==> src/pkg/uart_lms_pkg.sv <==
/*
  Constants and shared decoding for the serial line, handshake and status
  block. Assumes a byte-addressed register port with 32-bit data words.
*/
package uart_lms_pkg;
  localparam logic [7:0] ADR_DATA = 8'h00;
  localparam logic [7:0] ADR_INTEN = 8'h04;
  localparam logic [7:0] ADR_LINE = 8'h0C;
  localparam logic [7:0] ADR_MCTL = 8'h10;
  localparam logic [7:0] ADR_MSTS = 8'h14;
  localparam logic [7:0] ADR_FSTS = 8'h18;
  localparam logic [7:0] ADR_FSEL = 8'h30;
  localparam logic [2:0] FS_UART = 3'h0;
  localparam logic [2:0] FS_RS485 = 3'h3;
  localparam int B_RXINV = 9;
  localparam int B_TXINV = 8;
  localparam int B_PSS = 7;
  localparam int B_BRK = 6;
  localparam int B_SPE = 5;
  localparam int B_EPS = 4;
  localparam int B_PEN = 3;
  localparam int B_NSB = 2;
  localparam int B_PAR = 8;
  localparam int B_RTSPIN = 13;
  localparam int B_RTSLV = 9;
  localparam int B_RTS = 1;
  localparam int B_CTSLV = 8;
  localparam int B_CTSPIN = 4;
  localparam int B_CTSFLG = 0;
  localparam int B_ACT = 31;
  localparam int B_RECEIVER_IDLE = 29;
  localparam int B_DRAIN = 28;
  localparam int B_TXOV = 24;
  localparam int B_TXFULL = 23;
  localparam int B_TXEMPTY = 22;
  localparam int B_RXEMPTY = 14;
  localparam int B_PERR = 4;
  localparam int B_IRQEN = 3;
  localparam int B_AUTORTS = 12;
  localparam int B_AUTOCTS = 13;
  localparam int B_DIS = 3;
  localparam int B_AUD = 4;
  localparam logic [31:0] MCTL_RST = 32'h0000_0200;
  localparam logic [31:0] MSTS_RST = 32'h0000_0110;
  localparam logic [31:0] FSTS_RST = 32'hB040_4000;
  localparam logic [7:0] BAUD_DIV_DEF = 8'h0D;
  localparam logic [4:0] BIT_LAST = 5'h0F;
  localparam logic [4:0] MID_LAST = 5'h07;
  localparam logic [4:0] STOP15_LAST = 5'h17;
  localparam logic [4:0] STOP2_LAST = 5'h1F;

  // Parity bit for a character: software, stick, odd or even.
  function automatic logic parity_bit(input logic [8:0] d,
    input logic [1:0] word_length_select, input logic eps, input logic stick_parity_enable,
    input logic parity_source_select);
    logic [7:0] m;
    m = d[7:0] & (8'hFF >> (2'h3 - word_length_select));
    if (parity_source_select)
      parity_bit = d[8];
    else if (stick_parity_enable)
      parity_bit = ~eps;
    else
      parity_bit = ~(^m ^ eps);
  endfunction : parity_bit
endpackage : uart_lms_pkg

==> src/pkg/tx_if.sv <==
/*
  Link between the register core and the frame transmitter. Assumes both
  ends share one clock.
*/
`timescale 1ns/10ps
interface tx_if;
  logic tick;
  logic go;
  logic [7:0] data;
  logic par;
  logic [1:0] word_length_select;
  logic stop_bit_count;
  logic pen;
  logic busy;
  logic line;
  modport mst (output tick, go, data, par, word_length_select, stop_bit_count, pen,
    input busy, line);
  modport slv (input tick, go, data, par, word_length_select, stop_bit_count, pen,
    output busy, line);
endinterface : tx_if

==> src/hdl/uart_frame_tx.sv <==
/*
  Frame transmitter: start bit, 5 to 8 data bits, optional parity, stop.
  Assumes a tick at sixteen times the bit rate and a one-cycle go.
*/
`timescale 1ns/10ps
module uart_frame_tx
  import uart_lms_pkg::*;
(
  input wire logic clk_i,
  input wire logic rst_i,
  tx_if.slv t
);
  typedef enum logic [2:0] {T_IDLE, T_START, T_DATA, T_PAR, T_STOP} st_t;
  typedef struct packed {
    st_t st;
    logic [4:0] ov;
    logic [2:0] bn;
    logic [7:0] sh;
    logic par;
    logic [1:0] word_length_select;
    logic stop_bit_count;
    logic pen;
    logic line;
  } tx_t;
  tx_t q;
  tx_t d;
  logic [4:0] last;
  logic endb;

  assign t.busy = (q.st != T_IDLE);
  assign t.line = q.line;

  always_comb
  begin
    d = q;
    last = BIT_LAST;
    if (q.st == T_STOP && q.stop_bit_count)
      last = (q.word_length_select == 2'h0) ? STOP15_LAST : STOP2_LAST;
    endb = t.tick && (q.ov == last);
    if (t.tick)
      d.ov = endb ? 5'h00 : q.ov + 5'h01;
    unique case (q.st)
      T_IDLE:
      begin
        d.line = 1'b1;
        d.ov = 5'h00;
        if (t.go)
        begin
          d.st = T_START;
          d.sh = t.data;
          d.par = t.par;
          d.word_length_select = t.word_length_select;
          d.stop_bit_count = t.stop_bit_count;
          d.pen = t.pen;
          d.line = 1'b0;
        end
      end
      T_START:
        if (endb)
        begin
          d.st = T_DATA;
          d.bn = 3'h0;
          d.line = q.sh[0];
          d.sh = {1'b0, q.sh[7:1]};
        end
      T_DATA:
        if (endb)
        begin
          if (q.bn == {1'b0, q.word_length_select} + 3'h4)
          begin
            d.st = q.pen ? T_PAR : T_STOP;
            d.line = q.pen ? q.par : 1'b1;
          end
          else
          begin
            d.bn = q.bn + 3'h1;
            d.line = q.sh[0];
            d.sh = {1'b0, q.sh[7:1]};
          end
        end
      T_PAR:
        if (endb)
        begin
          d.st = T_STOP;
          d.line = 1'b1;
        end
      T_STOP:
        if (endb)
          d.st = T_IDLE;
    endcase
  end

  always_ff @(posedge clk_i or posedge rst_i)
  begin
    if (rst_i)
      q <= '{st: T_IDLE, line: 1'b1, default: '0};
    else
      q <= d;
  end
endmodule : uart_frame_tx

==> src/hdl/uart_line_modem_status.sv <==
/*
  Register core of the serial port: line format, transmit queue, receiver,
  request/clear handshake and status. Assumes a one-cycle register port
  on the core clock; serial pins arrive asynchronously.
*/
// Chosen here: the plain strobed port.
`timescale 1ns/10ps
// Summary of operation
// - Receive-invert set flips incoming data before sampling.
// - Transmit-invert set flips outgoing data.
// - Parity source 0 means hardware parity, 1 means software parity.
// - Software parity sends data bit 8, returns received parity at bit 8.
// - Break forces transmit output low; transmitter keeps running.
// - Stick parity sends and expects 0 if even-select, else 1.
// - Normal parity is odd with even-select 0, even with 1.
// - Parity enable adds a parity bit on send; on receive it is checked only with hardware parity.
// - Stop count 1 gives 1.5 stops for 5 bits, 2 otherwise.
// - Word length codes 0 to 3 give 5 to 8 data bits.
// - Status bit shows the level driven on the request pin.
// - Request active level 0 drives high when active; resets to 1.
// - Software request bit 0 makes request active, 1 inactive.
// - Software request ignored under automatic flow or direction control.
// - Clear active level 0 means high active; resets to 1.
// - Status bit mirrors clear pin when clear function is selected.
// - Clear change sets flag, raises handshake interrupt; write 1 clears.
// - Active status clears only when disabled and both sides idle.
// - Receiver idle bit reads 1 when idle, resets to 1.
// - Drained bit is 1 when queue empty and last stop bit sent.
// - Data write to full queue sets overflow flag; write 1 clears.
// - Transmit queue holds 16 bytes and is full at 16.
module uart_line_modem_status
  import uart_lms_pkg::*;
#(
  parameter int DEPTH = 16,
  parameter logic [7:0] BAUD_DIV = BAUD_DIV_DEF
)
(
  input wire logic CORE_CLK_I,
  input wire logic RST_I,
  input wire logic [7:0] ADDR_I,
  input wire logic [31:0] WDATA_I,
  input wire logic WR_I,
  input wire logic RD_I,
  output logic [31:0] RDATA_O,
  input wire logic RXD_I,
  output logic TXD_O,
  input wire logic CTS_N_I,
  output logic RTS_N_O,
  output logic MODEM_IRQ_O
);
  localparam int PW = $clog2(DEPTH);
  localparam int CW = $clog2(DEPTH + 1);
  localparam logic [CW-1:0] FULL = CW'(DEPTH);
  typedef enum logic [2:0] {R_IDLE, R_START, R_DATA, R_PAR, R_STOP} rx_st_t;
  typedef struct packed {
    logic [1:0] word_length_select;
    logic stop_bit_count;
    logic pen;
    logic eps;
    logic stick_parity_enable;
    logic brk;
    logic parity_source_select;
    logic txinv;
    logic rxinv;
    logic rts_bit;
    logic rts_lvl;
    logic cts_lvl;
    logic cts_flag;
    logic irq_en;
    logic auto_rts;
    logic auto_cts;
    logic [2:0] fsel;
    logic dis;
    logic auto_direction_control;
    logic txov;
    logic perr;
    logic [2:0] cts_s;
    logic [1:0] rx_s;
    logic [7:0] div;
    logic tick;
    logic [CW-1:0] cnt;
    logic [PW-1:0] rp;
    logic [PW-1:0] wp;
    logic tx_go;
    rx_st_t rx_st;
    logic [4:0] rx_ov;
    logic [2:0] rx_bn;
    logic [8:0] rx_sh;
    logic [8:0] rx_dat;
    logic rx_full;
    logic txd;
    logic rts_n;
    logic irq;
    logic [31:0] rdata;
  } core_t;
  core_t q;
  core_t d;
  logic [8:0] fifo [DEPTH];
  tx_if tx ();
  logic wr_data;
  logic push;
  logic rxb;
  logic rx_end;
  logic rx_last_bit;
  logic port_act;
  logic cts_act;
  logic req_act;
  logic drained;
  logic [4:0] rx_last;

  uart_frame_tx u_tx (
    .clk_i(CORE_CLK_I),
    .rst_i(RST_I),
    .t(tx)
  );

  assign tx.tick = q.tick;
  assign tx.go = q.tx_go;
  assign tx.data = fifo[q.rp][7:0];
  assign tx.par = parity_bit(fifo[q.rp], q.word_length_select, q.eps, q.stick_parity_enable, q.parity_source_select);
  assign tx.word_length_select = q.word_length_select;
  assign tx.stop_bit_count = q.stop_bit_count;
  assign tx.pen = q.pen;
  assign RDATA_O = q.rdata;
  assign TXD_O = q.txd;
  assign RTS_N_O = q.rts_n;
  assign MODEM_IRQ_O = q.irq;

  always_comb
  begin
    d = q;
    wr_data = WR_I && (ADDR_I == ADR_DATA);
    push = wr_data && (q.cnt != FULL);
    rxb = q.rx_s[1] ^ q.rxinv;
    cts_act = q.cts_s[1] ^ q.cts_lvl;
    port_act = !(q.dis && !tx.busy && !q.tx_go && q.rx_st == R_IDLE);
    drained = (q.cnt == '0) && !tx.busy && !q.tx_go;
    d.rx_s = {q.rx_s[0], RXD_I};
    d.cts_s = {q.cts_s[1:0], CTS_N_I};
    d.tick = (q.div == BAUD_DIV - 8'h01);
    d.div = d.tick ? 8'h00 : q.div + 8'h01;

    if (WR_I && ADDR_I == ADR_FSTS && WDATA_I[B_TXOV])
      d.txov = 1'b0;
    if (wr_data && q.cnt == FULL)
      d.txov = 1'b1;
    d.tx_go = !q.tx_go && !tx.busy && (q.cnt != '0) && !q.dis
      && (!q.auto_cts || cts_act);
    if (push)
      d.wp = q.wp + PW'(1);
    if (q.tx_go)
      d.rp = q.rp + PW'(1);
    d.cnt = q.cnt + CW'(push) - CW'(q.tx_go);

    if (WR_I && ADDR_I == ADR_MSTS && WDATA_I[B_CTSFLG])
      d.cts_flag = 1'b0;
    if (q.cts_s[1] != q.cts_s[2])
      d.cts_flag = 1'b1;
    d.irq = q.cts_flag && q.irq_en;

    if (q.fsel == FS_UART && q.auto_rts)
      req_act = !q.rx_full;
    else if (q.fsel == FS_RS485 && q.auto_direction_control)
      req_act = tx.busy || q.tx_go;
    else
      req_act = !q.rts_bit;
    d.rts_n = req_act ^ q.rts_lvl;
    d.txd = q.brk ? 1'b0 : (tx.line ^ q.txinv);

    rx_last = (q.rx_st == R_START) ? MID_LAST : BIT_LAST;
    rx_end = q.tick && (q.rx_ov == rx_last);
    rx_last_bit = (q.rx_bn == {1'b0, q.word_length_select} + 3'h4);
    if (q.tick)
      d.rx_ov = rx_end ? 5'h00 : q.rx_ov + 5'h01;
    if (RD_I && ADDR_I == ADR_DATA)
      d.rx_full = 1'b0;
    if (WR_I && ADDR_I == ADR_FSTS && WDATA_I[B_PERR])
      d.perr = 1'b0;
    unique case (q.rx_st)
      R_IDLE:
      begin
        d.rx_ov = 5'h00;
        if (!q.dis && !rxb)
        begin
          d.rx_st = R_START;
          d.rx_sh = 9'h000;
        end
      end
      R_START:
        if (rx_end)
        begin
          d.rx_st = rxb ? R_IDLE : R_DATA;
          d.rx_bn = 3'h0;
        end
      R_DATA:
        if (rx_end)
        begin
          d.rx_sh[q.rx_bn] = rxb;
          d.rx_bn = q.rx_bn + 3'h1;
          if (rx_last_bit)
            d.rx_st = q.pen ? R_PAR : R_STOP;
        end
      R_PAR:
        if (rx_end)
        begin
          d.rx_sh[B_PAR] = rxb;
          d.rx_st = R_STOP;
          if (!q.parity_source_select && rxb != parity_bit(q.rx_sh, q.word_length_select, q.eps,
              q.stick_parity_enable, q.parity_source_select))
            d.perr = 1'b1;
        end
      R_STOP:
        if (rx_end)
        begin
          d.rx_st = R_IDLE;
          d.rx_dat = q.rx_sh;
          d.rx_full = 1'b1;
        end
    endcase

    if (WR_I)
    begin
      unique case (ADDR_I)
        ADR_LINE:
        begin
          {d.rxinv, d.txinv, d.parity_source_select, d.brk} = WDATA_I[B_RXINV:B_BRK];
          {d.stick_parity_enable, d.eps, d.pen, d.stop_bit_count} = WDATA_I[B_SPE:B_NSB];
          d.word_length_select = WDATA_I[1:0];
        end
        ADR_INTEN:
        begin
          d.irq_en = WDATA_I[B_IRQEN];
          d.auto_rts = WDATA_I[B_AUTORTS];
          d.auto_cts = WDATA_I[B_AUTOCTS];
        end
        ADR_MCTL:
        begin
          d.rts_lvl = WDATA_I[B_RTSLV];
          d.rts_bit = WDATA_I[B_RTS];
        end
        ADR_MSTS:
          d.cts_lvl = WDATA_I[B_CTSLV];
        ADR_FSEL:
        begin
          d.fsel = WDATA_I[2:0];
          d.dis = WDATA_I[B_DIS];
          d.auto_direction_control = WDATA_I[B_AUD];
        end
        default:
          d.fsel = d.fsel;
      endcase
    end

    d.rdata = 32'h0000_0000;
    if (RD_I)
    begin
      unique case (ADDR_I)
        ADR_DATA:
        begin
          d.rdata[7:0] = q.rx_dat[7:0];
          d.rdata[B_PAR] = q.pen && q.parity_source_select && q.rx_dat[B_PAR];
        end
        ADR_LINE:
        begin
          d.rdata[B_RXINV:B_BRK] = {q.rxinv, q.txinv, q.parity_source_select, q.brk};
          d.rdata[B_SPE:B_NSB] = {q.stick_parity_enable, q.eps, q.pen, q.stop_bit_count};
          d.rdata[1:0] = q.word_length_select;
        end
        ADR_INTEN:
        begin
          d.rdata[B_IRQEN] = q.irq_en;
          d.rdata[B_AUTORTS] = q.auto_rts;
          d.rdata[B_AUTOCTS] = q.auto_cts;
        end
        ADR_MCTL:
        begin
          d.rdata[B_RTSPIN] = q.rts_n;
          d.rdata[B_RTSLV] = q.rts_lvl;
          d.rdata[B_RTS] = q.rts_bit;
        end
        ADR_MSTS:
        begin
          d.rdata[B_CTSLV] = q.cts_lvl;
          d.rdata[B_CTSPIN] = (q.fsel == FS_UART) && q.cts_s[1];
          d.rdata[B_CTSFLG] = q.cts_flag;
        end
        ADR_FSTS:
        begin
          d.rdata[B_ACT] = port_act;
          d.rdata[B_RECEIVER_IDLE] = (q.rx_st == R_IDLE);
          d.rdata[B_DRAIN] = drained;
          d.rdata[B_TXOV] = q.txov;
          d.rdata[B_TXFULL] = (q.cnt == FULL);
          d.rdata[B_TXEMPTY] = (q.cnt == '0);
          d.rdata[B_RXEMPTY] = !q.rx_full;
          d.rdata[B_PERR] = q.perr;
        end
        ADR_FSEL:
          d.rdata[B_AUD:0] = {q.auto_direction_control, q.dis, q.fsel};
        default:
          d.rdata = 32'h0000_0000;
      endcase
    end
  end

  always_ff @(posedge CORE_CLK_I)
  begin
    if (push)
      fifo[q.wp] <= WDATA_I[8:0];
  end

  always_ff @(posedge CORE_CLK_I or posedge RST_I)
  begin
    if (RST_I)
      q <= '{rts_lvl: MCTL_RST[B_RTSLV], cts_lvl: MSTS_RST[B_CTSLV],
        cts_s: 3'h7, rx_s: 2'h3, rx_st: R_IDLE, txd: 1'b1,
        default: '0};
    else
      q <= d;
  end
endmodule : uart_line_modem_status

==> config.mk <==
export PLATFORM = sky130hd
export DESIGN_NAME = uart_line_modem_status
export DESIGN_NICKNAME = d
export VERILOG_FILES = /design/src/pkg/uart_lms_pkg.sv /design/src/pkg/tx_if.sv /design/src/hdl/uart_frame_tx.sv /design/src/hdl/uart_line_modem_status.sv
export SDC_FILE = /design/constraint.sdc
export NUM_CORES = 1
export LEC_CHECK = 0
export BUFFER_PORTS_ARGS = -buffer_cell sky130_fd_sc_hd__clkbuf_2
export CORE_MARGIN = 5
export CORE_UTILIZATION = 30
export DETAILED_ROUTE_END_ITERATION = 6
export PLACE_DENSITY = 0.44
export SYNTH_ARGS = -nofsm -noshare
export SYNTH_HDL_FRONTEND = slang
export SYNTH_SLANG_ARGS = --single-unit
export TNS_END_PERCENT = 30
==> constraint.sdc <==
create_clock -name CORE_CLK_I -period 7 [get_ports CORE_CLK_I]
set_input_delay 0.7 -clock CORE_CLK_I [delete_from_list [all_inputs] [get_ports CORE_CLK_I]]
set_output_delay 0.7 -clock CORE_CLK_I [all_outputs]
set_load 0.02 [all_outputs]
==> results.tsv, run 1 <==
metric	value	unit
status	complete, no violations	
maxSlewViolCount	0	
worst-setup-path-type	primary input to register	
drc	0	
grt_pass1_vias	7167	
vias	6924	
leakage	5.328	nW
crit_path_max_fanout	12	
grt.overflow.total	0	
yosysMostFrequentCell	edfxtp_1	
powerDensity	345.2	nW/um^2
setup_violations	0	
synth_compound_area_share	6.585	%
io_pins	81	
start_util	30.47	%
grt_max_degree	75	
hold_class	primary input to register	
syn_avg_cell_area	13.93	um^2
fin_crit_sh	52.53	%
hold-path-endpoint	d[89]	
synth_xor_area_share	3.118	%
crit_required	7.45	ns
gp_congestion	0.7372	
dieArea	44660	um^2
reg2reg_depth	8	
worstPathArrival	4.13	ns
vias_per_cell	4.759	
fin_tns_setup	0	ns
period_needed	3.677	ns
grt_pass1_wl	43.57	mm
yosys.area_share.simple	9.600	%
postCtsResizedCells	0	
hpwlAfterDp	18.41	mm
synth_area_leaders	edfxtp_1 36%, dfrtp_1 25%, mux4_2 6.9%, mux2_2 3.6%, nor2_1 2.2%	
fin_area	13750	um^2
cts_buffers	31	
clk_pin_slew	0.06	ns
synth_edf_count	144	
crit_path_end_kind	register	
post_cts_buffers	0	
area_delta_synth_final	13.07	%
async_flop_share	47.25	%
die_w	211.3	um
hold_depth	1	
cts-root-buf	clkbuf_16	
fin_nets	969	
netlist.area_leader.share	35.56	%
track_usage	12.55	%
hold_viol	0	
worstMarginPinSlew	1.008	ns
clkSinkCount	273	
clock.fmax	0.2720	GHz
synthAdderAreaFrac	1.914	%
cts_max_level	1	
synthFlopType	edfxtp_1	
slew_headroom	32.52	%
antenna_found_initial	0	
multiInputGateArea	4143	um^2
cap_violations	0	
ir_drop	0.1943	mV
cts_tree	yes	
antenna_left	0	
yosysTopAreaCell	edfxtp_1	
n_fill_cell	3900	
start_kind	primary input	
reg2reg_to	u_tx.q[5]	
drtIter0Drc	319	
synth_seq_cells	273	
die_h	211.3	um
syn-cell-area	12160	um^2
netlist_instances	873	
rows	73	
clock_latency	0.56	ns
regArea	7565	um^2
finClkSkew	0.009096	ns
final_layout_size_suffix_gt1_share	21.10	%
min_from	RXD_I	
avgRoutedWirePerCell	19.28	um
synth_top_family_by_area	multiplexers	
dr.pass1.iters	6	
rsz0062_at_grt	false	
yosys_warnings	0	
reg2reg_from	q[70]	
synthMuxAreaShare	12.33	%
placed_area	12740	um^2
synth_common_cells	144 x edfxtp_1, 120 x dfrtp_1, 71 x nor2_1	
hold_buffers	0	
portBuffers	48	
drt-total-wl	28.05	mm
ys_seq_area_share	62.20	%
ys_types	66	
reg2reg_slack	3.42	ns
core_area	39910	um^2
clockBufferDepth	3	
-- layout make-up --
type	count	area share [%]
clock buffer	45	6.315
multi-input combinational	520	30.13
clock inverter	12	0.9737
sequential	273	55.02
antenna	1	0.01820
timing repair buffer	53	2.020
tap	525	4.778
inverter	26	0.7462
-- sequential cells by signal, summed over array words and instances (netlist names) --
name and count:
fifo 144, TXD_O 1, RDATA_O 19, u_tx.q 24, tx.stop_bit_count 1, tx.word_length_select 2
RTS_N_O 1, tx.pen 1, tx.go 1, tx.tick 1, u_tx.t.line 1, MODEM_IRQ_O 1
d 3, q 73
-- how the worst max path moves through the flow --
stage | startpoint | end | cells after the start
floorplan | RST_I | MODEM_IRQ_O | 1
global placement | ADDR_I[5] | q[78] | 16
detailed placement | ADDR_I[5] | q[78] | 16
CTS | q[70] | u_tx.q[5] | 8
global route | ADDR_I[5] | q[78] | 16
finish | ADDR_I[5] | q[78] | 16
-- logic make-up after synthesis --
logic type,count (synthesis)
flip-flops,273
XOR/XNOR,40
multiplexers,93
adder cells (fa/ha/maj),18
AND/OR/NAND/NOR,239
AO/OA/AOI/OAI,117
buffers and inverters,92
other,1
-- critical path: stages --
cell	delay [ns]
clkbuf_2	0.09
nor4_1	0.48
inv_1	0.11
nor2_1	0.73
and3_1	0.55
inv_1	0.12
ha_1	0.28
inv_1	0.06
ha_1	0.15
inv_1	0.05
fa_1	0.40
inv_1	0.07
a21oi_1	0.06
nor2_1	0.09
nor2_1	0.06
xnor2_1	0.11
-- power by group --
group	leakage (nW)	internal (mW)	total, mW	switching [mW]
Clock	0.491	0.963	1.60	0.636
Combinational	1.84	0.568	1.19	0.617
Sequential	2.99	1.79	1.96	0.170
-- routing by layer --
metal / wire length, um / track usage (%) / share of wire [%]
met1: 13290 / 18.03 / 47
met2: 13170 / 20.10 / 47
met3: 1172 / 2.030 / 4.2
met4: 423 / 2.954 / 1.5
met5: 0 / 0 / 0
-- layout by cell type, fill, tap and decap left out, types with 12 or more instances in the layout --
| cell type | netlist | layout |
|---|---|---|
| nand2_1 | 61 | 61 |
| ha_1 | 17 | 17 |
| conb_1 | 1 | 13 |
| a22o_1 | 12 | 12 |
| edfxtp_1 | 144 | 144 |
| xnor2_1 | 25 | 25 |
| o21ai_0 | 21 | 21 |
| clkbuf_16 | 0 | 31 |
| clkbuf_2 | 0 | 48 |
| a21oi_1 | 29 | 29 |
| nor2_1 | 71 | 71 |
| mux2_2 | 39 | 39 |
| nor3_1 | 18 | 15 |
| a22oi_1 | 16 | 16 |
| and3_1 | 13 | 13 |
| inv_1 | 26 | 25 |
| mux4_2 | 37 | 37 |
| xor2_1 | 12 | 12 |
| dfrtp_1 | 120 | 119 |
| nand3_1 | 18 | 18 |
-- through the flow --
| step | util, % | power, mW | worst slack [ns] | hold slack (ns) | std cells |
|---|---|---|---|---|---|
| 6_report | 34.45 | 4.746 | 3.323 | 0.2176 | 1455 |
| 3_3_place_gp | 31.93 | 3.210 | 2.809 | 0.3489 | 1397 |
| 5_1_grt | 34.44 | 5.020 | 3.053 | 0.1831 | 1454 |
| 3_5_place_dp | 31.93 | 3.213 | 2.725 | 0.3484 | 1397 |
| 4_1_cts | 34.44 | 4.839 | 3.300 | 0.1840 | 1454 |
| 2_1_floorplan | - | 2.910 | 2.874 | 0.3452 | 885 |
(Power assumes the default switching activity.)
==> run 2: changes to the inputs <==
--- a/config.mk
+++ b/config.mk
@@ -9,7 +9,7 @@
 export CORE_MARGIN = 5
 export CORE_UTILIZATION = 30
 export DETAILED_ROUTE_END_ITERATION = 6
-export PLACE_DENSITY = 0.44
+export PLACE_DENSITY = 0.46
 export SYNTH_ARGS = -nofsm -noshare
 export SYNTH_HDL_FRONTEND = slang
 export SYNTH_SLANG_ARGS = --single-unit
==> constraint.sdc (replaced) <==
create_clock -name CORE_CLK_I -period 3 [get_ports CORE_CLK_I]
set_input_delay 0.3 -clock CORE_CLK_I [delete_from_list [all_inputs] [get_ports CORE_CLK_I]]
set_output_delay 0.3 -clock CORE_CLK_I [all_outputs]
set_load 0.02 [all_outputs]
==> run 2 against run 1 <==
Net effect:
- die area did not move
- first-iteration DRC count rose by 4.7%
- worst hold slack got worse by 0.19 ns
- design area rose by 2.8%
- utilization rose by 0.97 points
- worst setup slack got worse by 3.1 ns
- clock power rose by 130%
- critical endpoint is now u_tx.q[5]
- largest cell class unchanged
- largest power group unchanged
- highest routed layer unchanged
==> results.tsv, run 2 (synthesized netlist as in run 1, its figures left out) <==
metric	value	unit
status	complete, no violations	
seq_power_share	39.2	%
crit_required	3.50	ns
clock.fmax	0.3567	GHz
crit_slowest_cell	mux4_1	
powerDensity	792.2	nW/um^2
cts-root-buf	clkbuf_16	
antenna_left	0	
dr.pass1.iters	4	
path_cells	buf_12 > buf_12 > mux4_1 > a221oi_4 > xnor3_1 > xnor2_2 > nand4b_1 > o2111ai_1 > nor2_1	
worst-setup-path-type	register to register	
cp_common_cell	buf_12	
gp_congestion	0.7570	
die_w	211.3	um
final_common_cell	edfxtp_1	
finalPower	11.20	mW
finClkSkew	0.01100	ns
post_cts_buffers	0	
maxSlewViolCount	0	
rows	73	
p_int	7.801	mW
clkPwrFrac	32.4	%
crit_path_max_fanout	12	
cap_violations	0	
hold_depth	4	
largest_register_ff_count	144	
final_layout_size_suffix_gt1_share	24.56	%
portBuffers	48	
ir_drop	0.5192	mV
crit_path_end_kind	register	
reg_top3	fifo: 144 flops, q: 73 flops, u_tx.q: 24 flops	
io_pins	81	
worstMarginPinSlew	0.8034	ns
worstPathArrival	3.30	ns
hold_class	primary input to register	
grt_pass1_wl	43.65	mm
area_delta_synth_final	16.27	%
dieArea	44660	um^2
vias	7121	
start_util	30.47	%
reg2reg_depth	9	
drt-total-wl	27.59	mm
combPwrFrac	28.4	%
clock_latency	0.57	ns
clk_pin_slew	0.06	ns
clockBufferDepth	3	
cp_slowest_stage_delay	0.61	ns
antenna_found_initial	1	
top_register	fifo	
track_usage	12.35	%
postCtsResizedCells	0	
rsz0062_at_grt	false	
p_sw	3.399	mW
layout_common_cells	144 x edfxtp_1, 119 x dfrtp_1, 71 x nor2_1	
drtIter0Drc	334	
cts_max_level	1	
cts_buffers	31	
grt_pass1_vias	7293	
hold_viol	0	
setup_violations	0	
leakage	5.547	nW
fin_tns_setup	0	ns
slew_headroom	45.95	%
clkSinkCount	273	
grt.overflow.total	0	
start_kind	register	
vias_per_cell	4.741	
hold_buffers	6	
antenna-diode-count	0	
fin_crit_sh	93.46	%
cts_tree	yes	
die_h	211.3	um
fin_nets	1016	
avgRoutedWirePerCell	18.37	um
power_switching_share	30.35	%
core_area	39910	um^2
grt_max_degree	130	
drc	0	
period_needed	2.804	ns
hpwlAfterDp	18.84	mm
## run 2: metrics by stage
stage                     hold WS [ns]  setup slack (ns)  cell area (um^2)  instances  util, %
final                          0.03186            0.1963             14140       1502    35.42
after global placement          0.3470            0.2062             13100       1438    32.82
after detailed placement        0.3487            0.1787             13100       1438    32.82
after global routing           0.08293           0.08092             14140       1502    35.42
after floorplan                 0.3045            0.2651             12210        885        -
after CTS                     0.002435            0.1555             14140       1502    35.42
## run 2: routing by layer
metal	wire (um)	up-vias	GRT usage (%)
met2	12990	113	19.84
met5	0	-	0
met4	484	0	2.488
li1	-	3360	-
met1	12840	3616	18.03
met3	1274	32	1.793
## run 2: layout make-up
class                   instances  area (um^2)
clock inverters                23        188.9
flip-flops and latches        273         7565
multi-input cells             520         4128
clock buffers                  35        790.8
well taps                     525        656.9
fillers                      3888        25780
inverters                      26        101.3
repair buffers                100        708.2
## run 2: worst paths after layout
check	startpoint	slack [ns]	to
max	q[70]	0.20	u_tx.q[5]
min	WDATA_I[24]	0.03	q[94]
max reg2reg	q[70]	0.20	u_tx.q[5]
min reg2reg	d[91]	0.36	d[92]
max in group asynchronous	RST_I	1.97	q[35]
min in group asynchronous	RST_I	0.42	q[86]
## run 2: critical path: cells and delay by family, from the launching register on
family	cells	cell delay, ns
buffers and inverters	2	0.33
flip-flops	1	0.41
XOR/XNOR	2	0.62
multiplexers	1	0.61
AO/OA/AOI/OAI	2	0.48
AND/OR/NAND/NOR	2	0.26
## run 2: power by group through the flow
stage               logic [mW]  registers (mW)  clock network, mW
global route              3.50            4.42               3.90
finish                    3.19            4.39               3.62
floorplan                 2.41            4.38                  0
global placement          3.23            4.47                  0
detailed placement        3.23            4.47                  0
CTS                       3.25            4.40               3.76
